## src/core/pse_defines.svh

```systemverilog
// Constants for the PSE serial control port: addresses, timing, defaults.
// Assumes a 200 MHz system clock and a two-wire bus sampled from pins.
`ifndef PSE_DEFINES_SVH
`define PSE_DEFINES_SVH
`define PSE_CLK_MHZ 200
`define PSE_SHED_NS 6500
`define PSE_SHED_CYC ((`PSE_SHED_NS * `PSE_CLK_MHZ) / 1000)
`define PSE_BCAST_ADDR 7'h30
`define PSE_ARA_ADDR 7'h0c
`define PSE_ADDR_FIX_MASK 7'h30
`define PSE_ADDR_FIX_VAL 7'h20
`define PSE_REG_CHIP_RESET 8'h1a
`define PSE_REG_MSD_INV 8'h27
`define PSE_REG_GPIO 8'h41
`define PSE_MSD_INV_RST 1'b0
`endif

```

## src/core/pse_pkg.sv

```systemverilog
// Types for the PSE serial control port.
// Assumes pse_defines.svh for all numbers except the one-hot state codes.
package pse_pkg;
  typedef enum logic [6:0] {
    PSE_IDLE = 7'h01,
    PSE_ADDR = 7'h02,
    PSE_AACK = 7'h04,
    PSE_WRX = 7'h08,
    PSE_WACK = 7'h10,
    PSE_RTX = 7'h20,
    PSE_RACK = 7'h40
  } pse_st_t;
endpackage

```

## src/core/pse_shed.sv

```systemverilog
// Masked-shutdown port shedding for eight ports.
// Assumes masked input is already synchronised to CLK_SYS.
`timescale 1ns/1ps
`include "pse_defines.svh"
module pse_shed (
  input wire logic clk,
  input wire logic rst_n,
  input wire logic msd_sync,
  input wire logic msd_inv,
  input wire logic [7:0] prio_high,
  input wire logic [7:0] det_en_set,
  output logic [7:0] det_en,
  output logic [7:0] shed_pulse
);
  import pse_pkg::*;
  logic act;
  logic act_d_r;
  // ==========================================
  // Polarity and edge
  assign act = msd_inv ? msd_sync : ~msd_sync;
  always_ff @(posedge clk) begin
    if (!rst_n) act_d_r <= 1'b0;
    else act_d_r <= act;
  end
  // ==========================================
  // Enables; single-cycle shed is well inside the allowed time
  always_ff @(posedge clk) begin
    if (!rst_n) begin
      det_en <= 8'h00;
      shed_pulse <= 8'h00;
    end else if (act) begin
      det_en <= det_en & prio_high;
      shed_pulse <= det_en & ~prio_high;
    end else begin
      det_en <= det_en | det_en_set;
      shed_pulse <= 8'h00;
    end
  end
endmodule

```

## src/core/pse_i2c_port.sv

```systemverilog
// Two-wire target port of an eight-port PSE controller, two quads.
// Assumes bus pins and shutdown pin are asynchronous to CLK_SYS.
`timescale 1ns/1ps
`include "pse_defines.svh"
module pse_i2c_port (
  input wire logic CLK_SYS,
  input wire logic RST_N,
  input wire logic SCL_IN,
  input wire logic SERIAL_DATA_IN,
  output logic SERIAL_DATA_OUT,
  output logic SERIAL_DATA_OE,
  output logic INT_OE,
  input wire logic ADDRESS_SELECT_HIGH,
  input wire logic [3:0] ADDRESS_SELECT_LOW,
  input wire logic MASKED_SHUTDOWN_IN,
  input wire logic [7:0] PRIO_HIGH,
  input wire logic [7:0] EVENT_IN,
  input wire logic [7:0] EVENT_MASK,
  input wire logic [7:0] RD_DATA_Q0,
  input wire logic [7:0] RD_DATA_Q1,
  input wire logic [7:0] DET_EN_SET,
  output logic [7:0] DET_EN,
  output logic [7:0] SHED_PULSE,
  output logic [7:0] WR_DATA,
  output logic [7:0] WR_REG,
  output logic [1:0] WR_QUAD,
  output logic WR_STB,
  output logic MSD_INV,
  output logic BUSY
);
  import pse_pkg::*;
  // ==========================================
  // Synchronisers
  logic [2:0] scl_s_r, sda_s_r;
  logic [1:0] msd_s_r;
  always_ff @(posedge CLK_SYS) begin
    if (!RST_N) begin
      scl_s_r <= 3'h7;
      sda_s_r <= 3'h7;
      msd_s_r <= 2'h3;
    end else begin
      scl_s_r <= {scl_s_r[1:0], SCL_IN};
      sda_s_r <= {sda_s_r[1:0], SERIAL_DATA_IN};
      msd_s_r <= {msd_s_r[0], MASKED_SHUTDOWN_IN};
    end
  end
  logic scl, sda, scl_p, sda_p;
  assign scl = scl_s_r[1];
  assign sda = sda_s_r[1];
  assign scl_p = scl_s_r[2];
  assign sda_p = sda_s_r[2];
  logic scl_rise, scl_fall, start_c, stop_c;
  assign scl_rise = scl & ~scl_p;
  assign scl_fall = ~scl & scl_p;
  assign start_c = scl & scl_p & sda_p & ~sda;
  assign stop_c = scl & scl_p & ~sda_p & sda;
  // ==========================================
  // Addresses
  logic [6:0] base_addr;
  logic int_act;
  assign base_addr = {ADDRESS_SELECT_HIGH, 2'b10, ADDRESS_SELECT_LOW};
  function automatic logic legal(input logic [6:0] a);
    legal = (a & `PSE_ADDR_FIX_MASK) == `PSE_ADDR_FIX_VAL;
  endfunction
  // ==========================================
  // Interrupt: wired-OR, pull low while any enabled event is pending
  logic [7:0] ev_pend_r;
  always_ff @(posedge CLK_SYS) begin
    if (!RST_N) INT_OE <= 1'b0;
    else INT_OE <= |(EVENT_IN & EVENT_MASK);
  end
  assign ev_pend_r = EVENT_IN & EVENT_MASK;
  assign int_act = INT_OE;
  // ==========================================
  // Bus engine
  pse_st_t st_r;
  logic [7:0] sh_r;
  logic [3:0] bit_r;
  logic rw_r, ara_r, bc_r, quad_r, have_reg_r;
  logic [7:0] reg_r;
  logic [7:0] rd_sh_r;
  logic [6:0] own_q_addr;
  assign own_q_addr = quad_r ? (base_addr + 7'h01) : base_addr;
  always_ff @(posedge CLK_SYS) begin
    if (!RST_N) begin
      st_r <= PSE_IDLE;
      sh_r <= 8'h00;
      bit_r <= 4'h0;
      rw_r <= 1'b0;
      ara_r <= 1'b0;
      bc_r <= 1'b0;
      quad_r <= 1'b0;
      have_reg_r <= 1'b0;
      reg_r <= 8'h00;
      rd_sh_r <= 8'h00;
      SERIAL_DATA_OE <= 1'b0;
      WR_STB <= 1'b0;
      WR_DATA <= 8'h00;
      WR_REG <= 8'h00;
      WR_QUAD <= 2'b00;
    end else begin
      WR_STB <= 1'b0;
      if (start_c) begin
        st_r <= PSE_ADDR;
        bit_r <= 4'h0;
        have_reg_r <= 1'b0;
        SERIAL_DATA_OE <= 1'b0;
      end else if (stop_c) begin
        st_r <= PSE_IDLE;
        SERIAL_DATA_OE <= 1'b0;
      end else begin
        case (st_r)
          PSE_IDLE: SERIAL_DATA_OE <= 1'b0;
          PSE_ADDR: if (scl_rise) begin
            sh_r <= {sh_r[6:0], sda};
            bit_r <= bit_r + 4'h1;
          end else if (scl_fall && bit_r == 4'h8) begin
            rw_r <= sh_r[0];
            bc_r <= sh_r[7:1] == `PSE_BCAST_ADDR;
            ara_r <= int_act && sh_r[7:1] == `PSE_ARA_ADDR && sh_r[0];
            quad_r <= sh_r[7:1] == (base_addr + 7'h01);
            if ((legal(sh_r[7:1]) && (sh_r[7:1] == base_addr ||
                sh_r[7:1] == base_addr + 7'h01)) ||
                (sh_r[7:1] == `PSE_BCAST_ADDR && !sh_r[0]) ||
                (int_act && sh_r[7:1] == `PSE_ARA_ADDR && sh_r[0])) begin
              SERIAL_DATA_OE <= 1'b1;
              st_r <= PSE_AACK;
            end else st_r <= PSE_IDLE;
          end
          PSE_AACK: if (scl_fall) begin
            bit_r <= 4'h0;
            if (rw_r) begin
              rd_sh_r <= ara_r ? {own_q_addr, 1'b0} :
                (quad_r ? RD_DATA_Q1 : RD_DATA_Q0);
              SERIAL_DATA_OE <= ara_r ? ~own_q_addr[6] :
                ~(quad_r ? RD_DATA_Q1[7] : RD_DATA_Q0[7]);
              st_r <= PSE_RTX;
            end else begin
              SERIAL_DATA_OE <= 1'b0;
              st_r <= PSE_WRX;
            end
          end
          PSE_WRX: if (scl_rise) begin
            sh_r <= {sh_r[6:0], sda};
            bit_r <= bit_r + 4'h1;
          end else if (scl_fall && bit_r == 4'h8) begin
            SERIAL_DATA_OE <= 1'b1;
            if (!have_reg_r) begin
              reg_r <= sh_r;
              have_reg_r <= 1'b1;
            end else begin
              WR_STB <= 1'b1;
              WR_DATA <= sh_r;
              WR_REG <= reg_r;
              reg_r <= reg_r + 8'h01;
              // Broadcast writes and global registers hit both quads; others only the addressed one
              if (bc_r || reg_r == `PSE_REG_CHIP_RESET || reg_r == `PSE_REG_MSD_INV ||
                  reg_r == `PSE_REG_GPIO) WR_QUAD <= 2'b11;
              else WR_QUAD <= quad_r ? 2'b10 : 2'b01;
            end
            st_r <= PSE_WACK;
          end
          PSE_WACK: if (scl_fall) begin
            SERIAL_DATA_OE <= 1'b0;
            bit_r <= 4'h0;
            st_r <= PSE_WRX;
          end
          PSE_RTX: if (scl_fall) begin
            if (bit_r == 4'hf) begin
              // Byte after a host ack: bit 7 goes out first, shifting starts next fall
              SERIAL_DATA_OE <= ~rd_sh_r[7];
              bit_r <= 4'h0;
            end else if (bit_r == 4'h7) begin
              SERIAL_DATA_OE <= 1'b0;
              st_r <= PSE_RACK;
            end else begin
              SERIAL_DATA_OE <= ~rd_sh_r[6];
              rd_sh_r <= {rd_sh_r[6:0], 1'b0};
              bit_r <= bit_r + 4'h1;
            end
          end
          PSE_RACK: if (scl_rise) begin
            if (sda) st_r <= PSE_IDLE;
            else begin
              rd_sh_r <= quad_r ? RD_DATA_Q1 : RD_DATA_Q0;
              bit_r <= 4'hf;
              st_r <= PSE_RTX;
            end
          end
          default: st_r <= PSE_IDLE;
        endcase
      end
    end
  end
  // Data out is held low; open drain uses the enable only
  always_ff @(posedge CLK_SYS) begin
    if (!RST_N) SERIAL_DATA_OUT <= 1'b0;
    else SERIAL_DATA_OUT <= 1'b0;
  end
  always_ff @(posedge CLK_SYS) begin
    if (!RST_N) BUSY <= 1'b0;
    else BUSY <= st_r != PSE_IDLE;
  end
  // ==========================================
  // Polarity register, shared by both quads
  always_ff @(posedge CLK_SYS) begin
    if (!RST_N) MSD_INV <= `PSE_MSD_INV_RST;
    else if (WR_STB && WR_REG == `PSE_REG_MSD_INV) MSD_INV <= WR_DATA[0];
  end
  pse_shed u_shed (
    .clk(CLK_SYS),
    .rst_n(RST_N),
    .msd_sync(msd_s_r[1]),
    .msd_inv(MSD_INV),
    .prio_high(PRIO_HIGH),
    .det_en_set(DET_EN_SET),
    .det_en(DET_EN),
    .shed_pulse(SHED_PULSE)
  );
endmodule

```

## config.mk

```make
export PLATFORM = sky130hd
export DESIGN_NAME = pse_i2c_port
export DESIGN_NICKNAME = d
export VERILOG_FILES = /design/src/core/pse_pkg.sv /design/src/core/pse_shed.sv /design/src/core/pse_i2c_port.sv
export VERILOG_INCLUDE_DIRS = /design/src /design/src/core
export SDC_FILE = /design/constraint.sdc
export NUM_CORES = 1
export LEC_CHECK = 0
export ABC_AREA = 1
export BUFFER_PORTS_ARGS = -buffer_cell sky130_fd_sc_hd__buf_2
export CELL_PAD_IN_SITES_DETAIL_PLACEMENT = 0
export CELL_PAD_IN_SITES_GLOBAL_PLACEMENT = 1
export CORE_ASPECT_RATIO = 1.5
export CORE_MARGIN = 5
export CORE_UTILIZATION = 38
export DETAILED_ROUTE_END_ITERATION = 8
export PLACE_DENSITY = 0.78
export SLEW_MARGIN = 20
export SYNTH_ARGS = -nofsm -noshare
export SYNTH_HDL_FRONTEND = slang
export SYNTH_HIERARCHICAL = 1
export SYNTH_SLANG_ARGS = --single-unit
```

## constraint.sdc

```tcl
create_clock -name CLK_SYS -period 2.1 [get_ports CLK_SYS]
set_input_delay 0.21 -clock CLK_SYS [delete_from_list [all_inputs] [get_ports CLK_SYS]]
set_output_delay 0.21 -clock CLK_SYS [all_outputs]
set_load 0.02 [all_outputs]
```

==> flow_summary.toml, run 1 <==
[global_route]
grt_pass1_wl_mm = 21.0
grt_max_degree = 34
grt_util_all_layers_pct = 18.4
antenna_found_initial = 0
first_global_vias = 4427
grt.overflow.total = 0

[power_and_ir_drop]
irDropWorstVdd_mv = 0.443
power_switching_mw = 1.39
power.share.sequential_pct = 41.5
internal_power_mw = 3.04
sw_frac_of_total_pct = 31.3
finalPower_mw = 4.42
power.leakage_nw = 2.65
power_frac_clock_pct = 37.3
comb_power_share_pct = 21.2
cellPowerDensity_nw_per_um2 = 801

[die]
fp-row-count = 48
die_h_um = 143
io_pins = 98
initial_core_util_pct = 38.9
die_w_um = 98.7
fp.dieArea_um2 = 14100
coreArea_um2 = 11500

[setup_path]
cp_num_buf_inv = 1
cp_data_required_time_ns = 2.38
worstSetupPathType = "register to register"
crit_slowest_cell = "dfxtp_1"
crit_top_cell = "nand2_1"
cp_slowest_stage_delay_ns = 0.36
rrSetupSlack_ns = 0.20
rr_worst_depth = 11
end_kind = "register"
crit_path_max_fanout = 8
worstPathCellList = "nor2_2, nand2_2, nor2_4, inv_2, nand2_1, nor2_1, nand3_1, nand3_2, nand2_1, nand2_1, nor2_1"
cp.arrival_ns = 2.17
reg2reg_to = "bit_r[2]$_SDFFE_PP0P_"
cp_top_family = "simple AND/OR/NAND/NOR gates"
r2r_start = "st_r[0]$_SDFFE_PN1P_"
startpoint_type = "register"

[cts]
clock-sinks = 87
clk_latency_ns = 0.34
cts_root_buffer = "clkbuf_16"
cts.reportedPaths.clkPinSlew_ns = 0.07
numCtsBuffers = 9
htreeDepth = 3
cts_tree = "built"
clockBufferDepth = 2
cts_hold_buffers = 0

[synthesis]
yosysWarnings = 6
syn_inst = 663
ys_seq_area_share_pct = 38.8
synthFlopType = "dfxtp_1"
yosys.area.top_type = "dfxtp_1"
synth_area_leaders = "dfxtp_1 (39%), nand2_1 (11%), inv_1 (6.9%)"
async_flop_share_pct = 0
synth_cell_types = 39
yosysMostFrequentCell = "nand2_1"
synth_area_um2 = 4490
ys_ff_latch = 87
synth_edf_count = 0
syn_nets = 727
netlist_top_cells_count = "nand2_1 (130), dfxtp_1 (87), inv_1 (83), nor2_1 (77), o21ai_0 (60)"
syn_area_per_cell_um2 = 6.77
synth_top_area_share_pct = 38.8

[placement]
io_buffers = 96
gp_congestion = 0.925
hpwlAfterDp_mm = 10.3

[sta]
setup_tns_ns = 0
hold_viol_final = 0
slew_viol_final = 0
layout_min_cycle_time_ns = 1.90
fmaxAchievable_ghz = 0.527
fin_crit_sh_pct = 90.4
fin_skew_ns = 0.00736
finalSetupViolations = 0
rsz0062_at_grt = "false"

[worst_hold_path]
min_path_type = "input pin to register"
hp-start = "MASKED_SHUTDOWN_IN"
min_to = "msd_s_r[0]$_SDFF_PN1_"
holdPathStages = 2

[outcome]
status = "completed"

[route]
avgViaCountPerCell = 5.01
num_vias = 4638
drt-initial-drc-count = 192
drc = 0
routedWlPerCell_um = 14.1
first_pass_iters = 5
drt_wl_total_mm = 13.0
postRouteAntennaNets = 0

[final_layout]
fin_nets = 835
drive_gt1_share_pct = 21.9
area_delta_synth_final_pct = 23.2
final_util_pct = 47.9
diodes = 0

[flow_run]
maxCapViolations = 0
worst max path at each step:
stage / startpoint / endpoint / slack (ns) / cells after the start
after floorplan: st_r[4]$_SDFFE_PP0P_ / rd_sh_r[1]$_SDFFE_PN0P_ / 0.55 / 9
after global placement: st_r[0]$_SDFFE_PN1P_ / bit_r[3]$_SDFFE_PP0P_ / 0.19 / 11
after detailed placement: st_r[3]$_SDFFE_PP0P_ / rd_sh_r[0]$_SDFFE_PN0P_ / 0.19 / 11
after CTS: st_r[3]$_SDFFE_PP0P_ / rd_sh_r[0]$_SDFFE_PN0P_ / 0.16 / 11
after global routing: st_r[4]$_SDFFE_PP0P_ / bit_r[2]$_SDFFE_PP0P_ / 0.005 / 11
final: st_r[0]$_SDFFE_PN1P_ / bit_r[2]$_SDFFE_PP0P_ / 0.20 / 11
cell families after synthesis:
group / count (synthesis) / synth area share (%)
simple gates: 304 / 30.2
other cells: 1 / 0.0836
mux: 4 / 0.893
flops: 87 / 38.8
fa+ha+maj: 6 / 1.67
buf+inv: 113 / 10.2
xor+xnor: 3 / 0.586
compound gates: 145 / 17.5
sequential cells by signal (all words and copies together) (netlist names), 4 cells and up:
register	count
rd_sh_r	8
WR_DATA	8
WR_REG	8
u_shed/det_en	8
bit_r	4
u_shed/shed_pulse	8
sh_r	8
reg_r	8
st_r	7
power groups by stage:
stage,clock (mW),combinational (mW),sequential [mW]
4_1_cts,1.70,0.942,1.84
2_1_floorplan,0,0.637,1.88
5_1_grt,1.77,1.06,1.85
3_3_place_gp,0,0.923,1.87
3_5_place_dp,0,0.935,1.87
6_report,1.65,0.937,1.84
cell type report:
cell class / instances / area [µm²]
clock inverters: 6 / 67.6
well taps: 150 / 188
repair buffers: 120 / 661
fillers: 1254 / 6010
multi-input cells: 463 / 2290
clock buffers: 10 / 239
flip-flops and latches: 87 / 1740
inverters: 90 / 338
layout by cell type, fill, tap and decap left out, types with 24 or more instances in the layout:
| master | synthesis | final |
|---|---|---|
| inv_1 | 83 | 83 |
| nor2_1 | 77 | 77 |
| buf_4 | 2 | 24 |
| a21oi_1 | 58 | 58 |
| buf_2 | 7 | 96 |
| o21ai_0 | 60 | 60 |
| nand3_1 | 49 | 49 |
| dfxtp_1 | 87 | 87 |
| nand2_1 | 130 | 130 |
routing by layer:
layer | track usage [%] | part of all wire, % | vias to the layer above
li1 | - | - | 2377
met1 | 19.5 | 40 | 2124
met2 | 35.1 | 53 | 115
met3 | 3.91 | 4.6 | 22
met4 | 6.98 | 2.4 | 0
met5 | 0 | 0 | -
worst register-to-register path: stages, from the launching register on:
cell,delay [ns]
dfxtp_1,0.36
nor2_2,0.18
nand2_2,0.10
nor2_4,0.19
inv_2,0.11
nand2_1,0.21
nor2_1,0.14
nand3_1,0.13
nand3_2,0.19
nand2_1,0.10
nand2_1,0.05
nor2_1,0.08
timing repair:
| action | CTS | global route |
|---|---|---|
| buffers inserted | 0 | 0 |
| setup endpoints to repair | 0 | 2 |
| gates resized for setup | 0 | 1 |
| hold endpoints to repair | 0 | 0 |
stage by stage:
stage | std cells | worst slack (ns) | area (µm²) | hold slack [ns]
2_1_floorplan | 663 | 0.547 | 4490 | 0.317
3_3_place_gp | 910 | 0.192 | 5220 | 0.395
3_5_place_dp | 910 | 0.189 | 5220 | 0.399
4_1_cts | 926 | 0.159 | 5520 | 0.0401
5_1_grt | 926 | 0.00509 | 5520 | 0.0415
6_report | 926 | 0.202 | 5520 | 0.0502
No activity file was read; power rests on OpenSTA's default activity.
==> inputs of run 2 (changes only) <==
--- a/config.mk
+++ b/config.mk
@@ -7,6 +7,7 @@
 export NUM_CORES = 1
 export LEC_CHECK = 0
 export ABC_AREA = 1
+export ABC_CLOCK_PERIOD_IN_PS = 2100
 export BUFFER_PORTS_ARGS = -buffer_cell sky130_fd_sc_hd__buf_2
 export CELL_PAD_IN_SITES_DETAIL_PLACEMENT = 0
 export CELL_PAD_IN_SITES_GLOBAL_PLACEMENT = 1
@@ -14,7 +15,9 @@
 export CORE_MARGIN = 5
 export CORE_UTILIZATION = 38
 export DETAILED_ROUTE_END_ITERATION = 8
+export GPL_ROUTABILITY_DRIVEN = 0
 export PLACE_DENSITY = 0.78
+export SETUP_SLACK_MARGIN = 0.3
 export SLEW_MARGIN = 20
 export SYNTH_ARGS = -nofsm -noshare
 export SYNTH_HDL_FRONTEND = slang
==> run 2 against run 1 <==
Effect of this change:
- sequential share of layout area shrank 0.72 points
- non-clock buffer count increased by 3
- routed wire length down 0.99%
- critical path type unchanged
- critical endpoint is now st_r[2]$_SDFFE_PP0P_
- largest power group unchanged
==> flow_summary.toml, run 2 (synthesis results as in run 1) <==
[outcome]
status = "completed"

[cts]
htreeDepth = 3
cts_hold_buffers = 0
cts.reportedPaths.clkPinSlew_ns = 0.07
clk_latency_ns = 0.35
cts_root_buffer = "clkbuf_16"
clockBufferDepth = 2
numCtsBuffers = 9
clock-sinks = 87
cts_tree = "built"

[setup_path]
cp_data_required_time_ns = 2.37
cp_top_family = "simple AND/OR/NAND/NOR gates"
worstPathCellList = "inv_1, nand3_1, nor2_4, buf_4, nand2_1, nand2_2, nor2_2, nand2_1, nor2_4, nand3_1, a21oi_1"
cp_num_buf_inv = 2
crit_path_max_fanout = 5
cp.arrival_ns = 2.03
worstSetupPathType = "register to register"
crit_slowest_cell = "dfxtp_1"
rr_worst_depth = 11
worst-path-stages = 11
end_kind = "register"
cp_slowest_stage_delay_ns = 0.42
reg2reg_to = "st_r[2]$_SDFFE_PP0P_"
startpoint_type = "register"
r2r_start = "st_r[4]$_SDFFE_PP0P_"
rrSetupSlack_ns = 0.34

[global_route]
grt_max_degree = 46
grt.overflow.total = 0
antenna_found_initial = 0
first_global_vias = 4449
grt_util_all_layers_pct = 18.5
grt_pass1_wl_mm = 21.1

[final_layout]
drive_gt1_share_pct = 24.5
area_delta_synth_final_pct = 26.6
diodes = 0
mostFrequentLayoutCell = "nand2_1"
fin_nets = 838
final_cell_mix = "nand2_1 (125), buf_2 (96), dfxtp_1 (83)"

[route]
drt-initial-drc-count = 183
num_vias = 4618
avgViaCountPerCell = 4.97
postRouteAntennaNets = 0
first_pass_iters = 5
drc = 0
drt_wl_total_mm = 12.9
routedWlPerCell_um = 13.9

[flow_run]
maxCapViolations = 0

[power_and_ir_drop]
internal_power_mw = 3.13
power_frac_clock_pct = 37.1
irDropWorstVdd_mv = 0.535
sw_frac_of_total_pct = 31.7
comb_power_share_pct = 22.4
power.share.sequential_pct = 40.5
cellPowerDensity_nw_per_um2 = 806
power_switching_mw = 1.45
power.leakage_nw = 2.69

[die]
initial_core_util_pct = 38.9
die_w_um = 98.7
die_h_um = 143
fp-row-count = 48
io_pins = 98
coreArea_um2 = 11500
fp.dieArea_um2 = 14100

[worst_hold_path]
holdPathStages = 2
hp-start = "SERIAL_DATA_IN"
min_to = "sda_s_r[0]$_SDFF_PN1_"
min_path_type = "input pin to register"

[sta]
layout_min_cycle_time_ns = 1.76
fin_crit_sh_pct = 83.9
fmaxAchievable_ghz = 0.567
rsz0062_at_grt = "true"
slew_viol_final = 0
finalSetupViolations = 0
fin_skew_ns = 0.00788
hold_ws_ns = 0.0452
hold_viol_final = 0
setup_tns_ns = 0

[placement]
hpwlAfterDp_mm = 10.1
io_buffers = 96
==> run 2: through the flow <==
| stage | worst slack (ns) | area, µm² | std cells | power, mW | util (%) |
|---|---|---|---|---|---|
| after floorplan | 0.547 | 4490 | 663 | 2.52 | - |
| after global placement | 0.232 | 5190 | 906 | 2.78 | 45.0 |
| after detailed placement | 0.158 | 5190 | 906 | 2.80 | 45.0 |
| after CTS | 0.299 | 5510 | 922 | 4.51 | 47.8 |
| after global routing | 0.241 | 5680 | 929 | 4.82 | 49.2 |
| final | 0.337 | 5680 | 929 | 4.58 | 49.2 |
==> run 2: how the worst max path moves through the flow <==
stage,start,endpoint
floorplan,st_r[4]$_SDFFE_PP0P_,rd_sh_r[1]$_SDFFE_PN0P_
global placement,st_r[0]$_SDFFE_PN1P_,bit_r[2]$_SDFFE_PP0P_
detailed placement,st_r[0]$_SDFFE_PN1P_,bit_r[2]$_SDFFE_PP0P_
CTS,st_r[1]$_SDFFE_PN0P_,bit_r[2]$_SDFFE_PP0P_
global route,st_r[0]$_SDFFE_PN1P_,st_r[2]$_SDFFE_PP0P_
finish,st_r[4]$_SDFFE_PP0P_,st_r[2]$_SDFFE_PP0P_
==> run 2: routing by layer <==
layer,track usage [%],wire length [µm],vias to the layer above
met5,0,0,-
met4,7.12,329,0
met3,3.86,603,22
met2,35.2,6880,109
met1,19.7,5100,2088
li1,-,-,2399
==> run 2: cell type report <==
cell class | instances | area (µm²)
Fill cell | 1242 | 5850
Multi-Input combinational cell | 463 | 2390
Sequential cell | 87 | 1750
Timing Repair Buffer | 123 | 691
Inverter | 90 | 340
Clock buffer | 11 | 253
Tap cell | 150 | 188
Clock inverter | 5 | 63.8
==> run 2: what timing repair did <==
action,CTS,global route
pin swaps,0,10
gates resized for setup,6,32
gates cloned,0,1
endpoints found under the setup margin,16,51
setup buffers,0,6
==> run 2: power by group through the flow <==
stage               Combinational, mW  Clock [mW]  Sequential (mW)
global route                     1.16        1.80             1.87
floorplan                       0.637           0             1.88
CTS                             0.933        1.73             1.84
finish                           1.02        1.70             1.86
detailed placement              0.929           0             1.87
global placement                0.913           0             1.87
